==> src/hw/dpf_pkg.sv <==
// Behaviour
// Tile 0, shared 1: register word paints all
// Tile 1, shared 0: fetch pattern per plane
// Tile 1, shared 1: one fetched word, all planes
// Pattern word advances per row; shared per row
// Read from base, wrap after count words
// Next plane pattern adds stride words
// Paint selected planes below top count only
// Boundary by given colour or seed mismatch
// Left edge point painted per flag
// Right edge point painted per flag
// Copy reads end to start when swapped
// Copy writes mirrored when flag set
// Copy turns area half way round
// Decode plane transfer mode two bits
// Rotation copy fills missed points per flag
// Direction 1 put, 0 get
// Speed bit picks normal or fast
// Host: fast fill only plain replace
// Host: fast copy only plain single source
// Pattern bit chosen by x modulo 16
// Unsupported fast falls back to normal
`default_nettype none
package dpf_pkg;
  // ==========================
  // Widths
  localparam int AW = 24;
  localparam int PW = 16;
  localparam int PLW = 5;
  // ==========================
  // Register byte offsets
  localparam logic [7:0] A_CTRL = 8'h00;
  localparam logic [7:0] A_PCOUNT = 8'h04;
  localparam logic [7:0] A_PBASE = 8'h08;
  localparam logic [7:0] A_PSTRIDE = 8'h0c;
  localparam logic [7:0] A_PTOP = 8'h10;
  localparam logic [7:0] A_PSEL = 8'h14;
  localparam logic [7:0] A_XSPAN = 8'h18;
  localparam logic [7:0] A_YSPAN = 8'h1c;
  localparam logic [7:0] A_BCOL = 8'h20;
  localparam logic [7:0] A_GO = 8'h24;
  localparam logic [7:0] A_STATUS = 8'h28;
  // ==========================
  // Control field positions
  localparam int B_TILE = 0;
  localparam int B_SHARED = 1;
  localparam int B_BMATCH = 2;
  localparam int B_LEFT = 3;
  localparam int B_RIGHT = 4;
  localparam int B_SWAP = 5;
  localparam int B_MIRROR = 6;
  localparam int B_HALF = 7;
  localparam int B_TPM = 8;
  localparam int B_FILLM = 10;
  localparam int B_PUT = 11;
  localparam int B_FAST = 12;
  localparam int B_OP = 13;
  localparam int B_CLIP = 15;
  localparam int B_REPL = 16;
  localparam int CTRL_W = 17;
  localparam logic [CTRL_W-1:0] CTRL_RST = 17'h00002;
  // ==========================
  // Operation kinds and transfer modes
  typedef enum logic [1:0] {
    DPF_OP_FILL = 2'b00,
    DPF_OP_COPY = 2'b01,
    DPF_OP_XCOPY = 2'b10,
    DPF_OP_PUTGET = 2'b11
  } dpf_op_t;
  localparam logic [1:0] TPM_SINGLE = 2'b00;
  localparam logic [1:0] TPM_MSRC = 2'b01;
  localparam logic [1:0] TPM_MDST = 2'b10;
  localparam logic [1:0] TPM_MBOTH = 2'b11;
  // ==========================
  // Timing: idle cycles between pixels at normal speed
  localparam logic [1:0] NORMAL_GAP = 2'h1;
  localparam logic [PLW-1:0] MAX_PLANES = 5'h10;
endpackage
`default_nettype wire

==> src/hw/dpf_pat_addr.sv <==
`default_nettype none
module dpf_pat_addr (
  // Clock and reset
  input wire logic clk,
  input wire logic rst,
  // Steps
  input wire logic row_clr,
  input wire logic row_step,
  input wire logic plane_clr,
  input wire logic plane_step,
  // Settings
  input wire logic [dpf_pkg::AW-1:0] base,
  input wire logic [dpf_pkg::AW-1:0] stride,
  input wire logic [dpf_pkg::PW-1:0] count,
  // Result
  output logic [dpf_pkg::AW-1:0] addr
);
  import dpf_pkg::*;
  logic [PW-1:0] row_q;
  logic [PW-1:0] row_d;
  logic [AW-1:0] off_q;
  logic [AW-1:0] off_d;
  wire row_last = (row_q + 16'h0001 >= count);
  // Wrap back to the first pattern word after the last
  assign row_d = row_clr ? 16'h0000 : (row_step ? (row_last ? 16'h0000 : row_q + 16'h0001) : row_q);
  assign off_d = plane_clr ? 24'h000000 : (plane_step ? off_q + stride : off_q);
  assign addr = base + off_q + {8'h00, row_q};
  always_ff @(posedge clk or posedge rst) begin
    if (rst) begin
      row_q <= 16'h0000;
      off_q <= 24'h000000;
    end else begin
      row_q <= row_d;
      off_q <= off_d;
    end
  end
endmodule
`default_nettype wire

==> src/hw/dpf_engine.sv <==
// The address map and register access over APB were left to the implementer.
`default_nettype none
module dpf_engine (
  // Clock and reset
  input wire logic clk,
  input wire logic rst,
  // APB slave
  input wire logic psel,
  input wire logic penable,
  input wire logic pwrite,
  input wire logic [7:0] paddr,
  input wire logic [31:0] pwdata,
  output logic [31:0] prdata,
  output logic pready,
  output logic pslverr,
  // Pattern read port to display memory
  output logic mem_rd_req,
  output logic [dpf_pkg::AW-1:0] mem_rd_addr,
  input wire logic mem_rd_ack,
  input wire logic [dpf_pkg::PW-1:0] mem_rd_data,
  // Pixel write port
  output logic pix_valid,
  input wire logic pix_ready,
  output logic [3:0] pix_plane,
  output logic [15:0] pix_x,
  output logic [15:0] pix_y,
  output logic pix_bit,
  // Boundary probe
  input wire logic [15:0] probe_colour,
  output logic is_boundary,
  // Copy and transfer decode
  output logic copy_read_reverse,
  output logic copy_mirror,
  output logic copy_half_turn,
  output logic multi_source,
  output logic multi_dest,
  output logic fill_missed,
  output logic put_transfer,
  output logic get_transfer,
  output logic fast_active,
  output logic busy
);
  import dpf_pkg::*;
  // ==========================
  // State
  typedef enum logic [2:0] {
    DPF_IDLE = 3'b000,
    DPF_SCAN = 3'b001,
    DPF_FETCH = 3'b010,
    DPF_PIX = 3'b011,
    DPF_ROW = 3'b100
  } dpf_state_t;
  dpf_state_t st_q;
  dpf_state_t st_d;
  logic [CTRL_W-1:0] ctrl_q;
  logic [PW-1:0] pcount_q;
  logic [AW-1:0] pbase_q;
  logic [AW-1:0] pstride_q;
  logic [PW-1:0] ptop_q;
  logic [PW-1:0] psel_q;
  logic [31:0] xspan_q;
  logic [31:0] yspan_q;
  logic [31:0] bcol_q;
  logic [PLW-1:0] plane_q;
  logic [PLW-1:0] plane_d;
  logic [15:0] x_q;
  logic [15:0] x_d;
  logic [15:0] y_q;
  logic [15:0] y_d;
  logic [15:0] rows_q;
  logic [15:0] rows_d;
  logic [PW-1:0] pat_q;
  logic [PW-1:0] pat_d;
  logic have_q;
  logic have_d;
  logic [1:0] gap_q;
  logic [1:0] gap_d;
  // ==========================
  // APB decode
  wire acc = psel & penable;
  wire wr = acc & pwrite;
  wire hit_ctrl = (paddr == A_CTRL);
  wire hit_pcount = (paddr == A_PCOUNT);
  wire hit_pbase = (paddr == A_PBASE);
  wire hit_pstride = (paddr == A_PSTRIDE);
  wire hit_ptop = (paddr == A_PTOP);
  wire hit_psel = (paddr == A_PSEL);
  wire hit_xspan = (paddr == A_XSPAN);
  wire hit_yspan = (paddr == A_YSPAN);
  wire hit_bcol = (paddr == A_BCOL);
  wire hit_go = (paddr == A_GO);
  wire hit_status = (paddr == A_STATUS);
  wire hit_any = hit_ctrl | hit_pcount | hit_pbase | hit_pstride | hit_ptop | hit_psel
    | hit_xspan | hit_yspan | hit_bcol | hit_go | hit_status;
  // Settings are locked while an operation runs
  wire wr_cfg = wr & (st_q == DPF_IDLE);
  wire start = wr_cfg & hit_go & pwdata[0];
  assign pready = 1'b1;
  assign pslverr = acc & ~hit_any;
  // ==========================
  // Flag decode
  wire tile = ctrl_q[B_TILE];
  wire shared = ctrl_q[B_SHARED];
  wire [1:0] op = ctrl_q[B_OP+1:B_OP];
  wire [1:0] tpm = ctrl_q[B_TPM+1:B_TPM];
  assign copy_read_reverse = ctrl_q[B_SWAP];
  assign copy_mirror = ctrl_q[B_MIRROR];
  assign copy_half_turn = ctrl_q[B_HALF];
  assign multi_source = (tpm == TPM_MSRC) | (tpm == TPM_MBOTH);
  assign multi_dest = (tpm == TPM_MDST) | (tpm == TPM_MBOTH);
  assign fill_missed = ctrl_q[B_FILLM];
  assign put_transfer = ctrl_q[B_PUT];
  assign get_transfer = ~ctrl_q[B_PUT];
  // Fast only where it is safe; otherwise run at normal speed
  wire fill_ok = (op == DPF_OP_FILL) & ctrl_q[B_REPL] & ~ctrl_q[B_CLIP] & ~tile;
  wire copy_ok = (op == DPF_OP_COPY) & ctrl_q[B_REPL] & ~multi_source;
  assign fast_active = ctrl_q[B_FAST] & (fill_ok | copy_ok);
  // Seed-colour mode treats every other colour as boundary
  assign is_boundary = ctrl_q[B_BMATCH] ? (probe_colour != bcol_q[31:16])
    : (probe_colour == bcol_q[15:0]);
  // ==========================
  // Pattern addressing
  wire row_clr = start;
  wire row_step;
  wire plane_clr;
  wire plane_step;
  dpf_pat_addr u_dpf_pat_addr (
    .clk(clk),
    .rst(rst),
    .row_clr(row_clr),
    .row_step(row_step),
    .plane_clr(plane_clr),
    .plane_step(plane_step),
    .base(pbase_q),
    .stride(pstride_q),
    .count(pcount_q),
    .addr(mem_rd_addr)
  );
  // ==========================
  // Plane walk
  wire [PLW-1:0] top_lim = (ptop_q > {11'h000, MAX_PLANES}) ? MAX_PLANES : ptop_q[PLW-1:0];
  wire planes_done = (plane_q >= top_lim);
  wire plane_sel = psel_q[plane_q[3:0]];
  // Per-plane mode fetches every plane, shared fetches once per row
  wire need_fetch = tile & (~shared | ~have_q);
  wire [15:0] xs = xspan_q[15:0];
  wire [15:0] xe = xspan_q[31:16];
  wire at_left = (x_q == xs);
  wire at_right = (x_q == xe);
  wire skip_pt = (at_left & ~ctrl_q[B_LEFT]) | (at_right & ~ctrl_q[B_RIGHT]);
  wire gap_ok = (gap_q == 2'h0);
  wire pix_done = gap_ok & (skip_pt | pix_ready);
  wire in_pix = (st_q == DPF_PIX);
  wire step_plane_skip = (st_q == DPF_SCAN) & ~planes_done & ~plane_sel;
  wire step_plane_pix = in_pix & pix_done & at_right;
  // Shared patterns keep a zero plane offset; only per-plane mode strides
  assign plane_step = (step_plane_skip | step_plane_pix) & ~shared;
  assign row_step = (st_q == DPF_ROW);
  assign plane_clr = start | (st_q == DPF_ROW);
  assign mem_rd_req = (st_q == DPF_FETCH);
  assign pix_valid = in_pix & gap_ok & ~skip_pt;
  assign pix_plane = plane_q[3:0];
  assign pix_x = x_q;
  assign pix_y = y_q;
  assign pix_bit = pat_q[x_q[3:0]];
  assign busy = (st_q != DPF_IDLE);
  // ==========================
  // Sequencer
  always_comb begin
    st_d = st_q;
    plane_d = plane_q;
    x_d = x_q;
    y_d = y_q;
    rows_d = rows_q;
    pat_d = pat_q;
    have_d = have_q;
    gap_d = gap_q;
    unique case (st_q)
      DPF_IDLE: begin
        if (start) begin
          st_d = DPF_SCAN;
          plane_d = 5'h00;
          y_d = yspan_q[15:0];
          rows_d = yspan_q[31:16];
          have_d = 1'b0;
          if (yspan_q[31:16] == 16'h0000) begin
            st_d = DPF_IDLE;
          end
        end
      end
      DPF_SCAN: begin
        if (planes_done) begin
          st_d = DPF_ROW;
        end else if (!plane_sel) begin
          plane_d = plane_q + 5'h01;
        end else if (need_fetch) begin
          st_d = DPF_FETCH;
        end else begin
          st_d = DPF_PIX;
          x_d = xs;
          gap_d = 2'h0;
          if (!tile) begin
            pat_d = pcount_q;
          end
        end
      end
      DPF_FETCH: begin
        if (mem_rd_ack) begin
          pat_d = mem_rd_data;
          have_d = 1'b1;
          st_d = DPF_PIX;
          x_d = xs;
          gap_d = 2'h0;
        end
      end
      DPF_PIX: begin
        if (!gap_ok) begin
          gap_d = gap_q - 2'h1;
        end else if (pix_done) begin
          gap_d = fast_active ? 2'h0 : NORMAL_GAP;
          if (at_right) begin
            st_d = DPF_SCAN;
            plane_d = plane_q + 5'h01;
          end else begin
            x_d = x_q + 16'h0001;
          end
        end
      end
      DPF_ROW: begin
        plane_d = 5'h00;
        have_d = 1'b0;
        y_d = y_q + 16'h0001;
        rows_d = rows_q - 16'h0001;
        st_d = (rows_q == 16'h0001) ? DPF_IDLE : DPF_SCAN;
      end
      default: begin
        st_d = DPF_IDLE;
      end
    endcase
  end
  // ==========================
  // Read data
  wire [31:0] status_w = {y_q, 7'h00, plane_q, 2'h0, fast_active, busy};
  assign prdata = hit_ctrl ? {15'h0000, ctrl_q}
    : hit_pcount ? {16'h0000, pcount_q}
    : hit_pbase ? {8'h00, pbase_q}
    : hit_pstride ? {8'h00, pstride_q}
    : hit_ptop ? {16'h0000, ptop_q}
    : hit_psel ? {16'h0000, psel_q}
    : hit_xspan ? xspan_q
    : hit_yspan ? yspan_q
    : hit_bcol ? bcol_q
    : hit_status ? status_w
    : 32'h00000000;
  // ==========================
  // Registers
  wire we_ctrl = wr_cfg & hit_ctrl;
  wire we_pcount = wr_cfg & hit_pcount;
  wire we_pbase = wr_cfg & hit_pbase;
  wire we_pstride = wr_cfg & hit_pstride;
  wire we_ptop = wr_cfg & hit_ptop;
  wire we_psel = wr_cfg & hit_psel;
  wire we_xspan = wr_cfg & hit_xspan;
  wire we_yspan = wr_cfg & hit_yspan;
  wire we_bcol = wr_cfg & hit_bcol;
  always_ff @(posedge clk or posedge rst) begin
    if (rst) begin
      ctrl_q <= CTRL_RST;
    end else if (we_ctrl) begin
      ctrl_q <= pwdata[CTRL_W-1:0];
    end
  end
  always_ff @(posedge clk or posedge rst) begin
    if (rst) begin
      pcount_q <= 16'h0000;
    end else if (we_pcount) begin
      pcount_q <= pwdata[PW-1:0];
    end
  end
  always_ff @(posedge clk or posedge rst) begin
    if (rst) begin
      pbase_q <= 24'h000000;
    end else if (we_pbase) begin
      pbase_q <= pwdata[AW-1:0];
    end
  end
  always_ff @(posedge clk or posedge rst) begin
    if (rst) begin
      pstride_q <= 24'h000000;
    end else if (we_pstride) begin
      pstride_q <= pwdata[AW-1:0];
    end
  end
  always_ff @(posedge clk or posedge rst) begin
    if (rst) begin
      ptop_q <= 16'h0000;
    end else if (we_ptop) begin
      ptop_q <= pwdata[PW-1:0];
    end
  end
  always_ff @(posedge clk or posedge rst) begin
    if (rst) begin
      psel_q <= 16'h0000;
    end else if (we_psel) begin
      psel_q <= pwdata[PW-1:0];
    end
  end
  always_ff @(posedge clk or posedge rst) begin
    if (rst) begin
      xspan_q <= 32'h00000000;
    end else if (we_xspan) begin
      xspan_q <= pwdata;
    end
  end
  always_ff @(posedge clk or posedge rst) begin
    if (rst) begin
      yspan_q <= 32'h00000000;
    end else if (we_yspan) begin
      yspan_q <= pwdata;
    end
  end
  always_ff @(posedge clk or posedge rst) begin
    if (rst) begin
      bcol_q <= 32'h00000000;
    end else if (we_bcol) begin
      bcol_q <= pwdata;
    end
  end
  always_ff @(posedge clk or posedge rst) begin
    if (rst) begin
      st_q <= DPF_IDLE;
      plane_q <= 5'h00;
      x_q <= 16'h0000;
      y_q <= 16'h0000;
      rows_q <= 16'h0000;
      pat_q <= 16'h0000;
      have_q <= 1'b0;
      gap_q <= 2'h0;
    end else begin
      st_q <= st_d;
      plane_q <= plane_d;
      x_q <= x_d;
      y_q <= y_d;
      rows_q <= rows_d;
      pat_q <= pat_d;
      have_q <= have_d;
      gap_q <= gap_d;
    end
  end
endmodule
`default_nettype wire

==> config.mk <==
export PLATFORM = sky130hd
export DESIGN_NAME = dpf_engine
export DESIGN_NICKNAME = d
export VERILOG_FILES = /design/src/hw/dpf_pkg.sv /design/src/hw/dpf_pat_addr.sv /design/src/hw/dpf_engine.sv
export SDC_FILE = /design/constraint.sdc
export NUM_CORES = 1
export LEC_CHECK = 0
export BUFFER_PORTS_ARGS = -buffer_cell sky130_fd_sc_hd__buf_2
export CORE_UTILIZATION = 45
export DETAILED_ROUTE_END_ITERATION = 6
export GPL_ROUTABILITY_DRIVEN = 0
export PLACE_DENSITY_LB_ADDON = 0.05
export SETUP_SLACK_MARGIN = 0.15
export SYNTH_ARGS = -nofsm -noshare
export SYNTH_HDL_FRONTEND = slang
export SYNTH_SLANG_ARGS = --single-unit
==> constraint.sdc <==
create_clock -name clk -period 9 [get_ports clk]
set_input_delay 0.9 -clock clk [delete_from_list [all_inputs] [get_ports clk]]
set_output_delay 0.9 -clock clk [all_outputs]
set_load 0.05 [all_outputs]
## Word level (Yosys, flattened, before mapping)

Cells that the tools add are included.

- Div/mod/pow operators: 0
- Reductions and logical operators: 20
- Bitwise gates (word level): 62
- Multiply operators: 0
- Add/sub/neg operators: 9
- Magnitude comparators: 5
- Multiplexer cells: 68
- Equality and inequality tests: 36
- Shift-type cells: 0

Operator list:

| kind | count |
|---|---|
| $mux W32 | 10 |
| $mux W16 | 17 |
| $pmux W16 S2 | 3 |
| $add A16 B1 Y16 const B | 3 |
| $add A24 B24 Y24 | 2 |
| $eq A16 B16 Y1 | 3 |
| $mux W24 | 2 |
| $pmux W16 S3 | 1 |
| $mux W5 | 7 |
| $and A1 B1 Y1 | 32 |
| $eq A8 B5 Y1 const B | 4 |
| $add A24 B16 Y24 | 1 |
| $eq A8 B6 Y1 const B | 3 |
| $mux W3 | 7 |
| $ne A2 B2 Y1 const B | 10 |
| $pmux W5 S4 | 1 |
| $or A1 B1 Y1 | 18 |
| $reduce_and A6 Y1 | 3 |
| $eq A16 B1 Y1 const B | 1 |
| $eq A8 B4 Y1 const B | 2 |
| $ge A16 B16 Y1 | 1 |
| $gt A16 B5 Y1 const B | 1 |
| $logic_not A16 Y1 | 1 |
| $ne A16 B16 Y1 | 1 |
| other kinds (30) | 66 |

- Memories: 0
- Memory bits (writable): 0
- Output and inout port bits: 108
- Bits of input ports: 79
- Bits in registers: 324
- Bits in latches: 0
- Memory bits (read-only): 0

## Depth between registers and ports, before layout

Gate-level depths: netlist (run 1).

- Depth in word-level cells: 16
- Gate-level depth with buffers: 16

## By module

A second synthesis (run 1) with hierarchy kept.

- Cell total of the unflattened synthesis: 1,918
- Area, all modules: 19,820.3 um^2

Modules (own cells, without submodules):

| module | times used | sequential area each (um^2) | cells an instance | area an instance (um^2) |
|---|---|---|---|---|
| dpf_engine | 1 | 7,108.1 | 1,353 | 14,971.9 |
| dpf_pat_addr | 1 | 1,001.0 | 565 | 4,848.4 |

## Worst setup path after synthesis (run 1)

OpenSTA, ideal clock, no wires.

- Path type: in2out
- Start point: in paddr[3]
- End point: out prdata[6]
- Slack: 4.452 ns
- Data arrival time: 3.648 ns
- Stages: 7
- Cells stage by stage: clkbuf_1 -> or4_1 -> nor2_1 -> clkbuf_1 -> a22oi_1 -> and3_1 -> o31ai_1

- Word-level cells in the longest chain between the ends: 11
- Elaborated cells on any way between the ends: 20

RTL lines:

| item | RTL line | RTL |
|---|---|---|
| start: declaration | dpf_engine.sv:11 | `input wire logic [7:0] paddr,` |
| $eq A8 B6 Y1 | dpf_engine.sv:92 | `wire hit_status = (paddr == A_STATUS);` |
| $mux W32 | dpf_engine.sv:253 | `: hit_status ? status_w` |
| $mux W32 | dpf_engine.sv:252 | `: hit_bcol ? bcol_q` |
| $mux W32 | dpf_engine.sv:251 | `: hit_yspan ? yspan_q` |
| $mux W32 | dpf_engine.sv:250 | `: hit_xspan ? xspan_q` |
| $mux W32 | dpf_engine.sv:249 | `: hit_psel ? {16'h0000, psel_q}` |
| $mux W32 | dpf_engine.sv:248 | `: hit_ptop ? {16'h0000, ptop_q}` |
| $mux W32 | dpf_engine.sv:247 | `: hit_pstride ? {8'h00, pstride_q}` |
| $mux W32 | dpf_engine.sv:246 | `: hit_pbase ? {8'h00, pbase_q}` |
| $mux W32 | dpf_engine.sv:245 | `: hit_pcount ? {16'h0000, pcount_q}` |
| $mux W32 (*) | dpf_engine.sv:244 | `assign prdata = hit_ctrl ? {15'h0000, ctrl_q}` |
| end: declaration | dpf_engine.sv:13 | `output logic [31:0] prdata,` |

Mark *: on every way between the ends. The rest lies on a longest branch, timed or not.

## Worst setup path after layout (run 1)

- Start point: reg pbase_q[1]
- End point: out mem_rd_addr[21] (netlist bit)

- Word-level cells in the longest chain between the ends: 2

RTL lines:

| item | RTL line | RTL |
|---|---|---|
| start: declaration | dpf_engine.sv:57 | `logic [AW-1:0] pbase_q;` |
| start signal: assignment | dpf_engine.sv:284 | `pbase_q <= pwdata[AW-1:0];` |
| $add A24 B24 Y24 | dpf_pat_addr.sv:27 | `assign addr = base + off_q + {8'h00, row_q};` |
| $add A24 B16 Y24 | dpf_pat_addr.sv:27 |  |
| end: declaration | dpf_engine.sv:18 | `output logic [dpf_pkg::AW-1:0] mem_rd_addr,` |

Every way passes these cells.

==> results of run 1 <==
-- cells by family after synthesis --
group | after synthesis | synth area share, %
xor+xnor | 123 | 5.63
fa+ha+maj | 97 | 7.04
other cells | 1 | 0.0196
simple gates | 473 | 11.6
flops | 324 | 42.4
compound gates | 522 | 17.3
mux | 198 | 12.2
buf+inv | 180 | 3.86
-- power breakdown --
group / internal, mW / switching (mW)
logic: 0.0219 / 0.0841
registers: 1.46 / 0.000113
clock network: 0.968 / 0.641
-- through the flow --
step | total power [mW] | instances | utilization, %
floorplan | 1.53 | 1918 | -
global placement | 1.59 | 2565 | 49.1
detailed placement | 1.59 | 2565 | 49.1
CTS | 3.20 | 2633 | 52.1
global route | 3.26 | 2634 | 52.1
finish | 3.17 | 2634 | 52.1
-- final timing paths --
path	start	end	slack [ns]	depth (start not counted)
max	pbase_q[1]$_DFFE_PP0P_	mem_rd_addr[21]	3.80	14
min	rst	u_dpf_pat_addr.off_q[19]$_DFFE_PP0P_	0.45	2
max reg2reg	ptop_q[9]$_DFFE_PP0P_	u_dpf_pat_addr.off_q[23]$_DFFE_PP0P_	4.05	14
min reg2reg	rows_q[15]$_DFFE_PP0P_	rows_q[15]$_DFFE_PP0P_	0.50	1
max in group asynchronous	rst	xspan_q[28]$_DFFE_PP0P_	6.54	4
min in group clk	rows_q[15]$_DFFE_PP0P_	rows_q[15]$_DFFE_PP0P_	0.50	1
-- layer usage --
metal | share of wire [%] | vias up | GRT usage (%)
li1 | - | 7301 | -
met1 | 45 | 7918 | 44.3
met2 | 44 | 653 | 44.6
met3 | 7.8 | 99 | 5.86
met4 | 3.3 | 0 | 10.6
met5 | 0 | - | 0
-- flip-flops by register name, summed over array words and instances, names as in the netlist, 17 cells and up --
signal	flops
u_dpf_pat_addr.off_q	24
xspan_q	32
pbase_q	24
yspan_q	32
pstride_q	24
bcol_q	32
ctrl_q	17
-- synth_stat cells, drive strengths merged (12+ instances only) --
library cell,number
a22o,12
o22ai,12
fa,18
o21ai,140
a22oi,36
a21o,28
clkbuf,69
dfrtp,323
nand4,21
ha,79
xnor2,44
xor2,79
a21oi,165
o31ai,12
a221oi,13
nand3,72
buf,34
a31oi,19
or3,15
nor3,32
mux2,178
nor4,25
inv,77
a222oi,17
nor2,132
nand2,136
-- worst max-delay path: stages, from the launching register on --
cell and delay [ns]:
dfrtp_1 0.43, fa_1 0.49, ha_1 0.23, inv_1 0.07
fa_1 0.22, nor2b_1 0.08, o31a_1 0.29, o221a_2 0.30
o41ai_4 0.31, o21ai_1 0.21, a221oi_2 0.33, nor2_1 0.11
o41ai_2 0.24, xnor2_1 0.16, buf_2 0.28
-- final cells by class --
class                           instances  share of cell area, %
Inverter                               77                   1.34
Clock buffer                           55                   5.06
Tap cell                              539                   3.08
Multi-Input combinational cell       1414                   47.5
Clock inverter                         13                  0.773
Antenna cell                            1                 0.0114
Sequential cell                       324                   37.1
Timing Repair Buffer                  211                   5.19
==> flow_metrics.py, run 1 <==
metrics = {
    "timing": {
        "fin_crit_sh_pct": 57.8,
        "finalHoldViolations": 0,
        "tightest_slew_ns": 1.22,
        "rsz0062_at_grt": "no",
        "period_minus_slack_ns": 5.20,
        "slew_viol_final": 0,
        "finalWorstSetupSlack_ns": 3.80,
        "fin_hold_ws_ns": 0.454,
        "tns_ns": 0,
        "max_clock_freq_ghz": 0.192,
        "setup_viol": 0,
        "skew_ns": 0.0268,
        "slew_headroom_pct": 18.3,
    },
    "logic_synthesis": {
        "ys_warn_count": 0,
        "syn-mean-instance-area_um2": 9.98,
        "synth_edf_count": 0,
        "syn_inst": 1918,
        "syn-num-nets": 2094,
        "synth_top_area_cell": "dfrtp_1",
        "synthArstFlopShare_pct": 100,
        "syn-cell-area_mm2": 0.0191,
        "synth.distinct_cells": 78,
        "synth-seq-cells": 324,
        "synth_ff_type": "dfrtp_1",
        "yosysSeqAreaShare_pct": 42.4,
        "synth_top_area_share_pct": 42.2,
        "synth.area.top_cells": "dfrtp_1 (42%), mux2_2 (7.3%), ha_1 (5.2%), a21oi_1 (4.3%), xor2_1 (3.6%)",
    },
    "cells_and_area": {
        "layout.area.seq_mm2": 0.00811,
        "final_layout_size_suffix_gt1_share_pct": 21.4,
        "final_cell_mix": "dfrtp_1 (323), buf_2 (185), a21oi_1 (164)",
        "final_common_cell": "dfrtp_1",
        "multi_input_area_mm2": 0.0104,
        "area_growth_pct": 14.2,
        "fin_area_mm2": 0.0219,
        "fin_nets": 2242,
        "n_fill_cell": 3871,
    },
    "global_route": {
        "grt_pass1_vias": 15075,
        "antenna_found_initial": 1,
        "grt_max_degree": 180,
        "track_usage_pct": 30.3,
        "grt_pass1_wl_um": 97800,
        "grt_overflow": 0,
    },
    "power_and_ir_drop": {
        "p_per_area_mw_per_mm2": 145,
        "ir_drop_mv": 0.106,
        "p_leak_nw": 10.9,
    },
    "cts": {
        "cts_buffer_depth": 3,
        "path_clk_slew_ns": 0.06,
        "holdBufCountCts": 0,
        "clock_latency_ns": 0.56,
        "cts_tree": "yes",
        "cts_resized": 0,
        "cts.sinks": 324,
        "clockRootBuffer": "clkbuf_16",
        "post_cts_buffers": 0,
        "cts-htree-levels": 2,
        "numCtsBuffers": 38,
    },
    "floorplanning": {
        "die_h_um": 208,
        "dieWidth_um": 208,
        "rows": 75,
        "io_pins": 187,
        "core_mm2": 0.0419,
        "initial_core_util_pct": 45.6,
        "dieArea_mm2": 0.0434,
    },
    "status": {
        "status": "finished, final reports clean",
    },
    "route": {
        "via_count": 15971,
        "drt_iter0_drc": 1664,
        "vias_per_cell": 6.06,
        "routed_wl_um": 65800,
        "detail-route-antenna-nets": 0,
        "route.detailed.drc": 0,
        "wire_per_inst_um": 25.0,
        "firstDrtPassIters": 6,
    },
    "run": {
        "cap_violations": 0,
    },
    "setup_path": {
        "cp.required_ns": 8.10,
        "cp-start-kind": "flip-flop",
        "cp.arrival_ns": 4.30,
        "worstSetupPathType": "flip-flop to output pin",
        "end_kind": "output pin",
        "crit_fanout": 3,
    },
    "place": {
        "buffer_ports.inserted": 185,
        "placed_area_mm2": 0.0206,
        "dp_slack_ns": 3.84,
        "hpwl_um": 48700,
    },
    "min_path": {
        "hp-class": "input port to async pin",
    },
}
No activity file was read; power rests on OpenSTA's default activity.
==> run 2: changes to the inputs <==
Clock period 9 ns to 4.95 ns, I/O delays scaled along.
==> flow_metrics.py, run 2 (synthesis results as in run 1) <==
metrics = {
    "power_and_ir_drop": {
        "ir_drop_mv": 0.267,
        "p_leak_nw": 11.1,
        "p_per_area_mw_per_mm2": 266,
    },
    "floorplanning": {
        "rows": 75,
        "die_h_um": 208,
        "dieArea_mm2": 0.0434,
        "io_pins": 187,
        "dieWidth_um": 208,
        "core_mm2": 0.0419,
        "initial_core_util_pct": 45.6,
    },
    "route": {
        "route.detailed.drc": 0,
        "wire_per_inst_um": 24.9,
        "via_count": 16150,
        "vias_per_cell": 6.08,
        "detail-route-antenna-nets": 0,
        "firstDrtPassIters": 6,
        "routed_wl_um": 66100,
        "drt_iter0_drc": 1462,
    },
    "status": {
        "status": "finished, final reports clean",
    },
    "setup_path": {
        "crit_fanout": 3,
        "cp-start-kind": "flip-flop",
        "end_kind": "output pin",
        "cp.arrival_ns": 4.18,
        "cp.required_ns": 4.45,
        "worstSetupPathType": "flip-flop to output pin",
    },
    "cts": {
        "clock_latency_ns": 0.57,
        "cts_tree": "yes",
        "cts-htree-levels": 2,
        "path_clk_slew_ns": 0.06,
        "numCtsBuffers": 39,
        "clockRootBuffer": "clkbuf_16",
        "cts.sinks": 324,
        "cts_buffer_depth": 3,
    },
    "timing": {
        "max_clock_freq_ghz": 0.214,
        "fin_hold_ws_ns": 0.170,
        "slew_headroom_pct": 30.2,
        "tns_ns": 0,
        "fin_crit_sh_pct": 94.4,
        "setup_viol": 0,
        "skew_ns": 0.0259,
        "period_minus_slack_ns": 4.67,
        "tightest_slew_ns": 1.05,
        "slew_viol_final": 0,
        "finalHoldViolations": 0,
        "rsz0062_at_grt": "yes",
    },
    "global_route": {
        "grt_max_degree": 142,
        "antenna_found_initial": 0,
        "grt_overflow": 0,
        "track_usage_pct": 30.5,
        "grt_pass1_vias": 15497,
        "grt_pass1_wl_um": 99400,
    },
    "min_path": {
        "hp-class": "input port to flip-flop",
    },
    "cells_and_area": {
        "n_fill_cell": 3907,
        "final_layout_size_suffix_gt1_share_pct": 22.5,
        "fin_area_mm2": 0.0221,
        "final_cell_mix": "dfrtp_1 (322), buf_2 (184), a21oi_1 (164)",
        "n_antenna_cell": 0,
        "area_growth_pct": 15.6,
        "fin_nets": 2262,
        "final_common_cell": "dfrtp_1",
        "reg.largest.list": "bcol_q (32), xspan_q (32), yspan_q (32)",
    },
    "place": {
        "hpwl_um": 49000,
        "buffer_ports.inserted": 185,
        "placed_area_mm2": 0.0207,
    },
    "run": {
        "cap_violations": 0,
    },
}
==> run 2: cell types whose count changed in the layout (fill, tap and decap cells not counted), sizes merged <==
cell,before,now
buf,211,229
clkbuf,55,58
diode,1,0
dlygate4sd3,0,1
==> run 2: metal layers <==
metal / track usage (%) / wire (um)
met1: 44.6 / 29800
met2: 46.5 / 29800
met3: 4.83 / 4920
met4: 8.91 / 1650
met5: 0 / 0
==> run 2: cell type report <==
| type | count | area (um2) | area share (%) |
|---|---|---|---|
| clock buffer | 58 | 1160 | 5.23 |
| inverter | 77 | 293 | 1.32 |
| sequential | 324 | 8110 | 36.6 |
| timing repair buffer | 230 | 1290 | 5.85 |
| multi-input combinational | 1414 | 10400 | 47.1 |
| clock inverter | 13 | 184 | 0.831 |
| tap | 539 | 674 | 3.05 |
==> run 2: through the flow <==
step	cells	setup slack, ns	utilization [%]	power (mW)
floorplan	1918	0.133	-	2.78
global placement	2577	0.839	49.3	2.89
detailed placement	2577	0.732	49.3	2.89
CTS	2649	0.180	52.5	5.92
global route	2655	0.0701	52.8	6.03
finish	2655	0.276	52.8	5.88
==> run 2: timing repair <==
action,4_1_cts,5_1_grt
gates cloned,0,0
setup endpoints to repair,1,5
gates resized for setup,1,10
hold endpoints to repair,9,0
buffers inserted,0,6
pin swaps,0,10
hold buffers,1,0
==> run 2: worst max-delay path, stage by stage, from the launching register on <==
cell and delay [ns]:
dfrtp_1 0.40, fa_1 0.48, ha_2 0.20, inv_2 0.06
fa_2 0.21, nor2b_2 0.05, o31a_1 0.32, o221a_4 0.25
o41ai_4 0.39, o21ai_2 0.12, a221oi_2 0.31, nor2_1 0.12
o41ai_2 0.31, xnor2_1 0.16, buf_4 0.22
==> run 2: worst paths after layout <==
kind / start / endpoint / slack (ns) / cells past startpoint
max: pbase_q[1]$_DFFE_PP0P_ / mem_rd_addr[21] / 0.28 / 14
max reg2reg: ptop_q[0]$_DFFE_PP0P_ / u_dpf_pat_addr.off_q[23]$_DFFE_PP0P_ / 0.77 / 16
min: pwdata[31] / bcol_q[31]$_DFFE_PP0P_ / 0.17 / 2
min in group asynchronous: rst / u_dpf_pat_addr.off_q[22]$_DFFE_PP0P_ / 0.47 / 3
min reg2reg: rows_q[15]$_DFFE_PP0P_ / rows_q[15]$_DFFE_PP0P_ / 0.50 / 1
max in group asynchronous: rst / rows_q[11]$_DFFE_PP0P_ / 3.38 / 4
==> run 2: power breakdown <==
group | switching (mW) | internal, mW | leakage, nW
Clock | 1.20 | 1.83 | 0.664
Sequential | 0.000183 | 2.65 | 4.25
Combinational | 0.157 | 0.0421 | 6.16
==> run 3: changes to the inputs <==
Settings changed: PLACE_DENSITY_LB_ADDON 0.05 to unset.
==> flow_metrics.py, run 3 (synthesis results as in run 1) <==
metrics = {
    "min_path": {
        "hp-class": "input port to async pin",
    },
    "setup_path": {
        "reg2reg_from": "ptop_q[0]$_DFFE_PP0P_",
        "reg2reg_depth": 16,
        "crit_path_cell_trace": "fa_1 > ha_2 > inv_1 > fa_1 > nor2b_1 > o31a_1 > o221a_2 > o41ai_4 > o21ai_2 > a221oi_2 > nor2_2 > o41ai_2 > xnor2_1 > buf_4",
        "crit_buf_inv": 2,
        "crit_fanout": 5,
        "worstSetupPathType": "flip-flop to output pin",
        "cp-start-kind": "flip-flop",
        "worst_path_most_repeated_cell": "fa_1",
        "critPathLaunch": "u_dpf_pat_addr.row_q[1]$_DFFE_PP0N_",
        "cp_slowest_cell": "fa_1",
        "cp.required_ns": 4.45,
        "cp.arrival_ns": 4.20,
        "path_delay_family": "compound AO/OA/AOI/OAI gates",
        "end_kind": "output pin",
        "slowest_delay_ns": 0.47,
        "cp.depth": 14,
    },
    "floorplanning": {
        "core_mm2": 0.0419,
        "io_pins": 187,
        "die_h_um": 208,
        "initial_core_util_pct": 45.6,
        "dieWidth_um": 208,
        "rows": 75,
        "dieArea_mm2": 0.0434,
    },
    "global_route": {
        "track_usage_pct": 30.0,
        "antenna_found_initial": 1,
        "grt_overflow": 0,
        "grt_max_degree": 129,
        "grt_pass1_wl_um": 98300,
        "grt_pass1_vias": 15831,
    },
    "timing": {
        "period_minus_slack_ns": 4.69,
        "fin_hold_ws_ns": 0.0438,
        "tns_ns": 0,
        "slew_viol_final": 0,
        "finalHoldViolations": 0,
        "fin_crit_sh_pct": 94.8,
        "tightest_slew_ns": 1.40,
        "rsz0062_at_grt": "yes",
        "skew_ns": 0.0159,
        "setup_viol": 0,
        "finalWorstSetupSlack_ns": 0.259,
        "max_clock_freq_ghz": 0.213,
        "slew_headroom_pct": 6.44,
    },
    "power_and_ir_drop": {
        "power_mw": 5.64,
        "p_per_area_mw_per_mm2": 257,
        "p_leak_nw": 11.0,
        "ir_drop_mv": 0.253,
    },
    "status": {
        "violations": "design-rule violations",
        "status": "finished, violations left",
    },
    "cts": {
        "cts_tree": "yes",
        "cts.sinks": 324,
        "numCtsBuffers": 38,
        "clock_latency_ns": 0.54,
        "clockRootBuffer": "clkbuf_16",
        "cts-htree-levels": 2,
        "path_clk_slew_ns": 0.06,
        "cts_buffer_depth": 3,
    },
    "place": {
        "placed_area_mm2": 0.0207,
        "buffer_ports.inserted": 185,
        "dp_slack_ns": 0.737,
        "hpwl_um": 48200,
        "placed_cells": 2576,
    },
    "cells_and_area": {
        "final_cell_mix": "dfrtp_1 (322), buf_2 (183), a21oi_1 (164)",
        "area_growth_pct": 14.7,
        "final_layout_size_suffix_gt1_share_pct": 22.1,
        "stdcell_count": 2649,
        "fin_area_mm2": 0.0220,
        "fin_util_pct": 52.4,
        "reg.largest.list": "bcol_q (32), xspan_q (32), yspan_q (32)",
        "fin_nets": 2257,
        "final_common_cell": "dfrtp_1",
    },
    "route": {
        "firstDrtPassIters": 7,
        "drt_iter0_drc": 1531,
        "met1Wirelength_um": 28600,
        "highest_layer": "met4",
        "vias_per_cell": 6.16,
        "route.detailed.drc": 2,
        "wire_per_inst_um": 24.6,
        "wl_met3_um": 4830,
        "detail-route-antenna-nets": 0,
        "routed_wl_um": 65200,
        "wl_met2_um": 29600,
        "via_count": 16329,
    },
    "run": {
        "cap_violations": 0,
    },
}
-- run 3: routing by layer --
| layer | GRT usage (%) | vias to the layer above |
|---|---|---|
| met1 | 43.0 | 8182 |
| met2 | 46.1 | 706 |
| met4 | 10.0 | 0 |
| met5 | 0 | - |
| li1 | - | 7319 |
| met3 | 4.75 | 122 |
-- run 3: worst paths after layout --
check,end,slack (ns)
max in group asynchronous,yspan_q[26]$_DFFE_PP0P_,3.71
worst max-delay path,mem_rd_addr[21],0.26
worst max register to register,pix_x[0]$_DFFE_PP0P_,0.88
worst min register to register,rows_q[15]$_DFFE_PP0P_,0.50
min in group clk,bcol_q[31]$_DFFE_PP0P_,0.21
worst min-delay path,u_dpf_pat_addr.off_q[19]$_DFFE_PP0P_,0.04
-- run 3: power by group --
| part | internal [mW] | leakage (nW) | switching, mW |
|---|---|---|---|
| Combinational | 0.0418 | 6.12 | 0.155 |
| Sequential | 2.65 | 4.25 | 0.000184 |
| Clock | 1.64 | 0.601 | 1.16 |
-- run 3: area by class of cell --
| class | instances | area, um2 |
|---|---|---|
| Fill cell | 3831 | 20000 |
| Antenna cell | 1 | 2.50 |
| Clock buffer | 59 | 1140 |
| Timing Repair Buffer | 226 | 1260 |
| Inverter | 77 | 293 |
| Sequential cell | 324 | 8110 |
| Multi-Input combinational cell | 1414 | 10400 |
| Tap cell | 539 | 674 |
| Clock inverter | 9 | 80.1 |
-- run 3: timing repair --
action,CTS,global route
hold buffers,0,0
buffers inserted,0,4
resized for setup,0,10
endpoints found under the setup margin,0,3
